## src/include/tscc_pkg.sv

```systemverilog
// Constants, register map and types shared by the temperature sensor conversion control.
package tscc_pkg;

    // Timing figures in their own units and the derived cycle counts.
    localparam int CLK_PERIOD_NS = 20;
    localparam int RATE_MIN_PERIOD_NS = 31250000;
    localparam int RATE_MIN_CYCLES = RATE_MIN_PERIOD_NS / CLK_PERIOD_NS;
    localparam int CONV_TIME_NS = 12000000;
    localparam int CONV_CYCLES = CONV_TIME_NS / CLK_PERIOD_NS;

    // Pointer addresses.
    localparam logic [7:0] PTR_RESET = 8'h00;
    localparam logic [7:0] PTR_CFG_RD = 8'h03;
    localparam logic [7:0] PTR_RATE_RD = 8'h04;
    localparam logic [7:0] PTR_CFG_WR = 8'h09;
    localparam logic [7:0] PTR_RATE_WR = 8'h0A;
    localparam logic [7:0] PTR_ONESHOT = 8'h0F;
    localparam logic [7:0] PTR_IDEAL = 8'h23;
    localparam logic [7:0] PTR_MAKER = 8'hFE;

    // Reset values and field masks.
    localparam logic [7:0] CFG_RESET = 8'h00;
    localparam logic [7:0] CFG_WR_MASK = 8'hE4;
    localparam logic [7:0] RATE_RESET = 8'h08;
    localparam logic [7:0] RATE_MAX_CODE = 8'h09;
    localparam logic [7:0] IDEAL_RESET = 8'h00;
    localparam logic [7:0] READ_NONE = 8'h00;
    localparam logic [3:0] OFFSET_FRAC = 4'h0;

    // Two-wire bus constants.
    localparam logic [6:0] GC_ADDR = 7'h00;
    localparam logic [7:0] GC_RESET_CODE = 8'h06;
    localparam logic [3:0] BYTE_BITS = 4'h8;
    localparam logic [6:0] DEV_ADDR_DEFAULT = 7'h4C;
    // Arbitrary identification value.
    localparam logic [7:0] MAKER_ID_DEFAULT = 8'hA5;

    typedef struct packed {
        logic alert_mask_bit;
        logic measurement_halt_bit;
        logic multifunction_output_select;
        logic [1:0] rsv_hi;
        logic range_ext;
        logic [1:0] rsv_lo;
    } tscc_cfg_type;

    typedef enum logic [1:0] {
        CV_HALT = 2'b00,
        CV_RUN = 2'b01,
        CV_IDLE = 2'b10
    } tscc_conv_type;

    typedef enum logic [2:0] {
        BS_IDLE = 3'b000,
        BS_ADDR = 3'b001,
        BS_AACK = 3'b010,
        BS_WDATA = 3'b011,
        BS_WACK = 3'b100,
        BS_RDATA = 3'b101,
        BS_RACK = 3'b110
    } tscc_bus_type;

endpackage : tscc_pkg

```

## src/core/tscc_top.sv

```systemverilog
// Conversion control, calibration registers and two-wire register access of the sensor.
`timescale 1ns/1ns
// What this block does
// - Alert mask bit 7 set disables the alert output; clear enables it.
// - Mask only matters when the multifunction pin acts as alert.
// - With halt bit 6 clear, convert continuously at the programmed rate.
// - Setting halt finishes the running conversion, then stops; clearing resumes.
// - In shutdown a write to 0Fh runs one conversion; data is dropped.
// - Bit 5 picks alert (0) or second over-temperature output (1).
// - Bit 2 selects standard or extended measurement range.
// - Rate sets only idle time; read at 04h, written at 0Ah.
// - Codes 00h to 09h give 16 s down to 0.03125 s intervals.
// - Rate register resets to 08h, sixteen conversions per second.
// - Ideality correction is an 8-bit signed value, -128 to 127.
// - Ideality correction is read and written at 23h, resets to 00h.
// - Offset value is added to every remote channel result.
// - General call acknowledged; second byte 06h resets registers, aborts conversion.
// - Any other general call second byte does nothing.
// - Reading pointer FEh returns the fixed maker identification byte.
// - First write byte loads the pointer; reads use the pointer.
module tscc_top #(
    parameter int RATE_MIN_CYCLES_P = tscc_pkg::RATE_MIN_CYCLES,
    parameter int CONV_CYCLES_P = tscc_pkg::CONV_CYCLES,
    parameter logic [6:0] DEV_ADDR = tscc_pkg::DEV_ADDR_DEFAULT,
    parameter logic [7:0] MAKER_ID = tscc_pkg::MAKER_ID_DEFAULT
) (
    input wire logic sys_clk_i, // System clock, 50 MHz.
    input wire logic rst_n_i, // Asynchronous reset, active low.
    input wire logic scl_i, // Two-wire bus clock pin.
    input wire logic sda_i, // Two-wire bus data pin level.
    output logic sda_o, // Data pin drive value, always low.
    output logic sda_oe_n_o, // Data pin enable, low pulls the line low.
    input wire logic alert_flag_i, // Alert latch from the comparators.
    input wire logic second_overtemp_flag_i, // High-limit event for the second output.
    input wire logic [11:0] local_raw_i, // Local channel raw result.
    input wire logic [11:0] remote_raw_i, // Remote channel raw result.
    input wire logic [7:0] remote_offset_trim_i, // Remote offset, result high-byte format.
    output logic multi_out_n_o, // Multifunction output pin, active low.
    output logic conv_start_o, // Pulse that starts a two-channel conversion.
    output logic busy_o, // High while converting.
    output logic result_valid_o, // Pulse when results are updated.
    output logic [11:0] local_result_o, // Latched local result.
    output logic [11:0] remote_result_o, // Latched remote result with offset.
    output logic range_ext_o, // Extended range selected.
    output logic [7:0] ideality_adj_o // Signed ideality correction value.
);
    import tscc_pkg::*;

    function automatic logic [7:0] reg_read(input logic [7:0] ptr, input tscc_cfg_type cfg,
                                            input logic [7:0] rate, input logic [7:0] ideal);
        logic [7:0] val;
        val = READ_NONE;
        case (ptr)
            PTR_CFG_RD: val = cfg;
            PTR_RATE_RD: val = rate;
            PTR_IDEAL: val = ideal;
            PTR_MAKER: val = MAKER_ID;
            default: val = READ_NONE;
        endcase
        return val;
    endfunction : reg_read

    function automatic logic [31:0] conv_period(input logic [7:0] rate);
        logic [7:0] code;
        code = (rate > RATE_MAX_CODE) ? RATE_MAX_CODE : rate;
        return 32'(RATE_MIN_CYCLES_P) << (RATE_MAX_CODE - code);
    endfunction : conv_period

    logic scl_meta_reg, scl_sync_reg, scl_prev_reg;
    logic sda_meta_reg, sda_sync_reg, sda_prev_reg;
    logic scl_rise, scl_fall, bus_start, bus_stop;

    tscc_bus_type bus_state_reg;
    logic [3:0] bit_cnt_reg;
    logic [7:0] rx_reg;
    logic [7:0] tx_reg;
    logic sda_oe_n_reg;
    logic rw_reg;
    logic gc_reg;
    logic first_byte_reg;
    logic nack_reg;
    logic ptr_load_reg;
    logic reg_wr_reg;
    logic gc_rst_reg;
    logic [7:0] rd_data;

    logic [7:0] ptr_reg;
    tscc_cfg_type cfg_reg;
    logic [7:0] rate_reg;
    logic [7:0] ideal_reg;
    logic oneshot_reg;

    tscc_conv_type conv_state_reg;
    logic [31:0] conv_cnt_reg;
    logic [31:0] per_cnt_reg;
    logic [31:0] period_m1;
    logic conv_start_reg;
    logic busy_reg;
    logic valid_reg;
    logic [11:0] local_res_reg;
    logic [11:0] remote_res_reg;
    logic multi_out_n_reg;
    logic range_ext_reg;
    logic [7:0] ideal_out_reg;

    // Pin synchronisers; only the second stage and later are looked at.
    always_ff @(posedge sys_clk_i or negedge rst_n_i) begin
        if (!rst_n_i) begin
            scl_meta_reg <= 1'b1;
            scl_sync_reg <= 1'b1;
            scl_prev_reg <= 1'b1;
            sda_meta_reg <= 1'b1;
            sda_sync_reg <= 1'b1;
            sda_prev_reg <= 1'b1;
        end else begin
            scl_meta_reg <= scl_i;
            scl_sync_reg <= scl_meta_reg;
            scl_prev_reg <= scl_sync_reg;
            sda_meta_reg <= sda_i;
            sda_sync_reg <= sda_meta_reg;
            sda_prev_reg <= sda_sync_reg;
        end
    end

    assign scl_rise = scl_sync_reg & ~scl_prev_reg;
    assign scl_fall = ~scl_sync_reg & scl_prev_reg;
    assign bus_start = scl_sync_reg & scl_prev_reg & sda_prev_reg & ~sda_sync_reg;
    assign bus_stop = scl_sync_reg & scl_prev_reg & ~sda_prev_reg & sda_sync_reg;
    assign rd_data = reg_read(ptr_reg, cfg_reg, rate_reg, ideal_reg);
    assign period_m1 = conv_period(rate_reg) - 32'h1;

    // Two-wire slave: bits taken on clock rise, data pin changed after clock fall.
    always_ff @(posedge sys_clk_i or negedge rst_n_i) begin
        if (!rst_n_i) begin
            bus_state_reg <= BS_IDLE;
            bit_cnt_reg <= 4'h0;
            rx_reg <= 8'h00;
            tx_reg <= 8'h00;
            sda_oe_n_reg <= 1'b1;
            rw_reg <= 1'b0;
            gc_reg <= 1'b0;
            first_byte_reg <= 1'b0;
            nack_reg <= 1'b0;
            ptr_load_reg <= 1'b0;
            reg_wr_reg <= 1'b0;
            gc_rst_reg <= 1'b0;
        end else begin
            ptr_load_reg <= 1'b0;
            reg_wr_reg <= 1'b0;
            gc_rst_reg <= 1'b0;
            if (bus_start) begin
                bus_state_reg <= BS_ADDR;
                bit_cnt_reg <= 4'h0;
                sda_oe_n_reg <= 1'b1;
            end else if (bus_stop) begin
                bus_state_reg <= BS_IDLE;
                sda_oe_n_reg <= 1'b1;
            end else if (scl_rise) begin
                unique case (bus_state_reg)
                    BS_ADDR, BS_WDATA: begin
                        rx_reg <= {rx_reg[6:0], sda_sync_reg};
                        bit_cnt_reg <= bit_cnt_reg + 4'h1;
                    end
                    BS_RDATA: bit_cnt_reg <= bit_cnt_reg + 4'h1;
                    BS_RACK: nack_reg <= sda_sync_reg;
                    BS_IDLE, BS_AACK, BS_WACK: begin
                    end
                    default: bus_state_reg <= BS_IDLE;
                endcase
            end else if (scl_fall) begin
                unique case (bus_state_reg)
                    BS_ADDR: begin
                        if (bit_cnt_reg == BYTE_BITS) begin
                            if (rx_reg[7:1] == DEV_ADDR ||
                                (rx_reg[7:1] == GC_ADDR && !rx_reg[0])) begin
                                sda_oe_n_reg <= 1'b0;
                                bus_state_reg <= BS_AACK;
                                rw_reg <= rx_reg[0];
                                gc_reg <= (rx_reg[7:1] == GC_ADDR);
                                first_byte_reg <= 1'b1;
                            end else begin
                                bus_state_reg <= BS_IDLE;
                            end
                        end
                    end
                    BS_AACK: begin
                        bit_cnt_reg <= 4'h0;
                        if (rw_reg) begin
                            tx_reg <= rd_data;
                            sda_oe_n_reg <= rd_data[7];
                            bus_state_reg <= BS_RDATA;
                        end else begin
                            sda_oe_n_reg <= 1'b1;
                            bus_state_reg <= BS_WDATA;
                        end
                    end
                    BS_WDATA: begin
                        if (bit_cnt_reg == BYTE_BITS) begin
                            sda_oe_n_reg <= 1'b0;
                            bus_state_reg <= BS_WACK;
                            first_byte_reg <= 1'b0;
                            if (gc_reg) begin
                                gc_rst_reg <= first_byte_reg && (rx_reg == GC_RESET_CODE);
                            end else if (first_byte_reg) begin
                                ptr_load_reg <= 1'b1;
                            end else begin
                                reg_wr_reg <= 1'b1;
                            end
                        end
                    end
                    BS_WACK: begin
                        sda_oe_n_reg <= 1'b1;
                        bit_cnt_reg <= 4'h0;
                        bus_state_reg <= BS_WDATA;
                    end
                    BS_RDATA: begin
                        if (bit_cnt_reg == BYTE_BITS) begin
                            sda_oe_n_reg <= 1'b1;
                            bus_state_reg <= BS_RACK;
                        end else begin
                            tx_reg <= {tx_reg[6:0], 1'b0};
                            sda_oe_n_reg <= tx_reg[6];
                        end
                    end
                    BS_RACK: begin
                        if (nack_reg) begin
                            bus_state_reg <= BS_IDLE;
                        end else begin
                            tx_reg <= rd_data;
                            sda_oe_n_reg <= rd_data[7];
                            bit_cnt_reg <= 4'h0;
                            bus_state_reg <= BS_RDATA;
                        end
                    end
                    BS_IDLE: begin
                    end
                    default: bus_state_reg <= BS_IDLE;
                endcase
            end
        end
    end

    // Register file; the general call reset returns it to power-on values.
    always_ff @(posedge sys_clk_i or negedge rst_n_i) begin
        if (!rst_n_i) begin
            ptr_reg <= PTR_RESET;
            cfg_reg <= CFG_RESET;
            rate_reg <= RATE_RESET;
            ideal_reg <= IDEAL_RESET;
            oneshot_reg <= 1'b0;
        end else if (gc_rst_reg) begin
            ptr_reg <= PTR_RESET;
            cfg_reg <= CFG_RESET;
            rate_reg <= RATE_RESET;
            ideal_reg <= IDEAL_RESET;
            oneshot_reg <= 1'b0;
        end else begin
            oneshot_reg <= 1'b0;
            if (ptr_load_reg) begin
                ptr_reg <= rx_reg;
            end
            if (reg_wr_reg) begin
                case (ptr_reg)
                    PTR_CFG_WR: cfg_reg <= rx_reg & CFG_WR_MASK;
                    PTR_RATE_WR: rate_reg <= rx_reg;
                    PTR_IDEAL: ideal_reg <= rx_reg;
                    PTR_ONESHOT: oneshot_reg <= cfg_reg.measurement_halt_bit;
                    default: oneshot_reg <= 1'b0;
                endcase
            end
        end
    end

    // Conversion scheduler; the period runs from each start, so the rate only moves idle time.
    always_ff @(posedge sys_clk_i or negedge rst_n_i) begin
        if (!rst_n_i) begin
            conv_state_reg <= CV_HALT;
            conv_cnt_reg <= 32'h0;
            per_cnt_reg <= 32'h0;
            conv_start_reg <= 1'b0;
            busy_reg <= 1'b0;
            valid_reg <= 1'b0;
            local_res_reg <= 12'h000;
            remote_res_reg <= 12'h000;
        end else if (gc_rst_reg) begin
            conv_state_reg <= CV_HALT;
            conv_cnt_reg <= 32'h0;
            per_cnt_reg <= 32'h0;
            conv_start_reg <= 1'b0;
            busy_reg <= 1'b0;
            valid_reg <= 1'b0;
            local_res_reg <= 12'h000;
            remote_res_reg <= 12'h000;
        end else begin
            conv_start_reg <= 1'b0;
            valid_reg <= 1'b0;
            per_cnt_reg <= per_cnt_reg + 32'h1;
            unique case (conv_state_reg)
                CV_HALT: begin
                    if (!cfg_reg.measurement_halt_bit || oneshot_reg) begin
                        conv_state_reg <= CV_RUN;
                        conv_cnt_reg <= 32'h0;
                        per_cnt_reg <= 32'h0;
                        conv_start_reg <= 1'b1;
                        busy_reg <= 1'b1;
                    end
                end
                CV_RUN: begin
                    conv_cnt_reg <= conv_cnt_reg + 32'h1;
                    if (conv_cnt_reg == 32'(CONV_CYCLES_P) - 32'h1) begin
                        busy_reg <= 1'b0;
                        valid_reg <= 1'b1;
                        local_res_reg <= local_raw_i;
                        remote_res_reg <= remote_raw_i + {remote_offset_trim_i, OFFSET_FRAC};
                        conv_state_reg <= cfg_reg.measurement_halt_bit ? CV_HALT : CV_IDLE;
                    end
                end
                CV_IDLE: begin
                    if (cfg_reg.measurement_halt_bit) begin
                        conv_state_reg <= CV_HALT;
                    end else if (per_cnt_reg >= period_m1) begin
                        conv_state_reg <= CV_RUN;
                        conv_cnt_reg <= 32'h0;
                        per_cnt_reg <= 32'h0;
                        conv_start_reg <= 1'b1;
                        busy_reg <= 1'b1;
                    end
                end
                default: conv_state_reg <= CV_HALT;
            endcase
        end
    end

    // Multifunction pin and configuration outputs.
    always_ff @(posedge sys_clk_i or negedge rst_n_i) begin
        if (!rst_n_i) begin
            multi_out_n_reg <= 1'b1;
            range_ext_reg <= 1'b0;
            ideal_out_reg <= IDEAL_RESET;
        end else begin
            if (cfg_reg.multifunction_output_select) begin
                multi_out_n_reg <= ~second_overtemp_flag_i;
            end else begin
                multi_out_n_reg <= ~(alert_flag_i & ~cfg_reg.alert_mask_bit);
            end
            range_ext_reg <= cfg_reg.range_ext;
            ideal_out_reg <= ideal_reg;
        end
    end

    assign sda_o = 1'b0;
    assign sda_oe_n_o = sda_oe_n_reg;
    assign multi_out_n_o = multi_out_n_reg;
    assign conv_start_o = conv_start_reg;
    assign busy_o = busy_reg;
    assign result_valid_o = valid_reg;
    assign local_result_o = local_res_reg;
    assign remote_result_o = remote_res_reg;
    assign range_ext_o = range_ext_reg;
    assign ideality_adj_o = ideal_out_reg;

endmodule : tscc_top

```

## config.mk

```make
export PLATFORM = sky130hd
export DESIGN_NAME = tscc_top
export DESIGN_NICKNAME = d
export VERILOG_FILES = /design/src/include/tscc_pkg.sv /design/src/core/tscc_top.sv
export SDC_FILE = /design/constraint.sdc
export NUM_CORES = 1
export LEC_CHECK = 0
export ABC_AREA = 0
export BUFFER_PORTS_ARGS = -buffer_cell sky130_fd_sc_hd__buf_4
export CAP_MARGIN = 15
export CELL_PAD_IN_SITES_DETAIL_PLACEMENT = 2
export CELL_PAD_IN_SITES_GLOBAL_PLACEMENT = 2
export CORE_MARGIN = 3
export CORE_UTILIZATION = 38
export DETAILED_ROUTE_END_ITERATION = 16
export PLACE_DENSITY_LB_ADDON = 0.1
export SYNTH_ARGS = -nofsm -noshare
export SYNTH_HDL_FRONTEND = slang
export SYNTH_SLANG_ARGS = --single-unit
```

## constraint.sdc

```tcl
create_clock -name sys_clk_i -period 6.5 [get_ports sys_clk_i]
set_clock_uncertainty 0.15 [all_clocks]
set_input_delay 0.65 -clock sys_clk_i [delete_from_list [all_inputs] [get_ports sys_clk_i]]
set_output_delay 0.65 -clock sys_clk_i [all_outputs]
set_load 0.02 [all_outputs]
```

==> metrics.md <==
| Metric | Value |
|---|---|
| Hold Path Class | in2async |
| P&R area growth vs syn | 16.0% |
| Setup_tns | 0 ns |
| Status | complete, but fails checks |
| Remaining DRCs | 0 |
| Post-Place Cell Area | 10,600 um2 |
| Post-Synth Simple-Gate Area | roughly 20% |
| Commonest non-fill, non-tap cell in the layout | dfrtp_1 |
| Boundary Pins | 77 |
| Overall Power | approximately 0.0025 W |
| R2R Setup Slk | 0.62 ns |
| Critical Path Sink Type | flop |
| Worst relative slew slack | 27.1% |
| Post-Synth XOR/XNOR Area | slightly below 4% |
| Total grt overflow | 0 |
| RSZ-0062 raised after global routing | no |
| Cell taking the most area after synthesis | dfrtp_1 |
| Post-CTS Hold Fix Bufs | 0 |
| Diode count | 0 |
| Final wirelength | 29,800 um |
| Pin count of the biggest net entering global routing | 63 |
| Reg area | ~4200 um2 |
| Post-synthesis mux area share | 3.68% |
| Setup CP Type | reg2reg |
| Worst reg2reg path startpoint | rate_reg[5] |
| Post-Syn Area | 9690 um2 |
| Post-CTS Setup Inserts | 0 |
| H-tree levels | 4 |
| Register bit count reported by yosys | 168 |
| Clk root buf | clkbuf_16 |
| Worst setup margin | 0.624 ns |
| Ratio of cells with drive above 1 in the final layout | approximately 15% |
| Synth Area in Compound Gates | 18.8% |
| Number of synthesized flops with an enable pin | 0 |
| Setup-failing EPs final | 0 |
| Power Dens Cells | ~220 nW/um2 |
| Worst reg2reg path depth | 23 |
| Initial Utilization | 39.3% |
| Gr usage total | a little over a fifth |
| Die Footprint | 27,500 um2 |
| CTS resizes | 0 |
| First drt pass iteration count | 4 |
| Largest family of logic cells by synthesized area | simple AND/OR/NAND/NOR gates |
| Netlist cell types | 75 |
| First-pass GRT wire length | 49,300 um |
| Share of the synthesized area in the top cell type | approximately two fifths |
| Initial antenna violation count | 0 |
| Worst IR Drop VDD | 0.136 mV |
| Cells after Synth | 1,060 |
| # fillers | around 2,700 |
| Clk buf depth | 2 |
| Ys async rst share | 100% |
| Most frequent cells in the layout | dfrtp_1 (159), nor2_1 (133), nand2_1 (95) |
| Synth Area in Adders | 6.79% |
| Drt first-iter violations | 484 |
| Port Buffers | 75 |
| Worst-margin pin slew | 1.09 ns |
| Ys Warns | 0 |
| Routed length per instance | 20.5 um |
| Rows | 57 |
| Die height | 166 um |
| Place WS | 0.801 ns |
| Startpoint types | flop |
| Leak | 5.18 nW |
| Slew Limit Fails | 0 |
| Area contributors post-synth | dfrtp_1 (41%), ha_1 (6.6%), nor2_1 (5.2%) |
| Synthesized Nets | roughly 1,200 |
| Clk sink count | 168 |
| Synthesized area per cell | approximately 9 um2 |
| Synth Flop Type | dfrtp_1 |
| Finished Cell Area | 11,200 um2 |
| Hold Fails Final Rpt | 1 |
| Critical-path maximum fanout | 31 |
| Hold Slack | -0.00135 ns |
| Clock slew at reported path FFs | around 0.07 ns |
| Via count | ~8,300 |
| Vias in the first global route | slightly above 9,000 |
| DRT antenna net count | 0 |
| WP data arrival | 6.01 ns |
| Core Area | 24,700 um2 |
| Latest clock arrival within the worst-skew pair | 0.44 ns |
| Post-synthesis sequential area ratio | a little over two fifths |
| Fin nets | between 1,000 and 1,500 |
| Footprint of the multi-input gates | 5160 um2 |
| Worst R2R End | conv_cnt_reg[20] |
| Post-DP HPWL | ~21,000 um |
| Failing checks | negative hold slack |
| Max cap viols | 0 |
| CTS tree | done |
| Cts bufs inserted | 17 |
| GPL Wtd Cong | approximately 0.8 |
| Die W | 166 um |
| Fin crit share | around nine tenths |
| Fmax | 170 MHz |
| CP required | approximately 6.6 ns |
| Period minus WS final | 5.88 ns |
| Via/cell ratio | 5.75 |
==> layer usage <==
metal	vias to the layer above	GRT usage, %	part of all wire [%]	routed length, um
met5	-	0	0	0
met4	0	4.74	1.1	316
met3	19	4.05	3.8	1140
met2	130	36.4	48	14300
met1	4237	29.5	47	14000
li1	3956	-	-	-
==> cells by family after synthesis <==
| group | count (synthesis) |
|---|---|
| xor+xnor | 43 |
| other cells | 1 |
| flops | 168 |
| simple gates | 399 |
| buf+inv | 85 |
| mux | 34 |
| fa+ha+maj | 52 |
| compound gates | 278 |
==> worst max-delay path by stage <==
| stage | from | to | slack (ns) |
|---|---|---|---|
| floorplan | rate_reg[5] | conv_cnt_reg[10] | 0.85 |
| global placement | rate_reg[5] | conv_cnt_reg[14] | 0.95 |
| detailed placement | rate_reg[5] | conv_cnt_reg[20] | 0.80 |
| CTS | rate_reg[5] | conv_cnt_reg[20] | 0.66 |
| global route | rate_reg[5] | conv_cnt_reg[20] | 0.15 |
| finish | rate_reg[5] | conv_cnt_reg[20] | 0.62 |
==> report_power, final <==
group / total, W / leakage [nW] / internal (W) / switching, W
clock network: 0.00116 / 0.321 / 0.000662 / 0.000498
logic: 0.000210 / 2.58 / 0.0000914 / 0.000119
registers: 0.00116 / 2.28 / 0.00108 / 0.0000782
total: 0.00253 / 5.18 / 0.00183 / 0.000694
==> cells in the mapped netlist (all sizes together) (4+ instances only) <==
cell type / n
nor2b: 6
mux2: 13
nor4b: 5
o21bai: 4
a22oi: 5
a21oi: 69
mux2i: 21
a22o: 25
a21o: 7
a31oi: 13
o221ai: 6
o21a: 4
inv: 27
o31ai: 19
nor4: 14
nand3: 50
o41ai: 9
and3: 19
nand2b: 4
xnor2: 20
nor2: 134
nand2: 95
buf: 15
dfstp: 9
dfrtp: 159
o22ai: 9
xor2: 23
nor3: 18
a211oi: 4
nand4: 23
o21ai: 79
and2: 8
ha: 51
clkbuf: 42
or4: 4
==> per-stage QoR <==
| step | util, % | hold WS [ns] | std cells |
|---|---|---|---|
| 6_report | 45.5 | -0.00135 | 1451 |
| 5_1_grt | 45.5 | 0.0139 | 1451 |
| 4_1_cts | 45.5 | 0.00370 | 1449 |
| 3_5_place_dp | 42.8 | 0.206 | 1417 |
| 3_3_place_gp | 42.8 | 0.196 | 1417 |
| 2_1_floorplan | - | 0.195 | 1060 |
==> final cells by class <==
cell class                 instances  share of cell area (%)
clock buffer                      17                    3.78
clock inverter                    15                    2.00
inverter                          28                   0.935
multi-input combinational        807                    45.9
sequential                       168                    37.5
tap                              324                    3.61
timing repair buffer              92                    6.25
==> worst max-delay path, cell delays in order (launching register included) <==
cell and delay [ns]:
dfrtp_1 0.42, or4_1 0.57, nor2_1 0.22, nand2_1 0.15
ha_1 0.26, clkinv_1 0.19, nand2_1 0.11, a21oi_1 0.30
nand3_1 0.15, ha_1 0.36, nand2_1 0.17, nand2_1 0.09
a21oi_1 0.14, o21ai_0 0.10, a221o_1 0.37, ha_1 0.22
a211oi_1 0.19, nand2_1 0.11, a21oi_1 0.28, a21oi_1 0.20
nor4b_4 0.28, or2_1 0.15, buf_4 0.36, o31ai_1 0.18
Note: power is estimated with default switching activity, not from simulation.
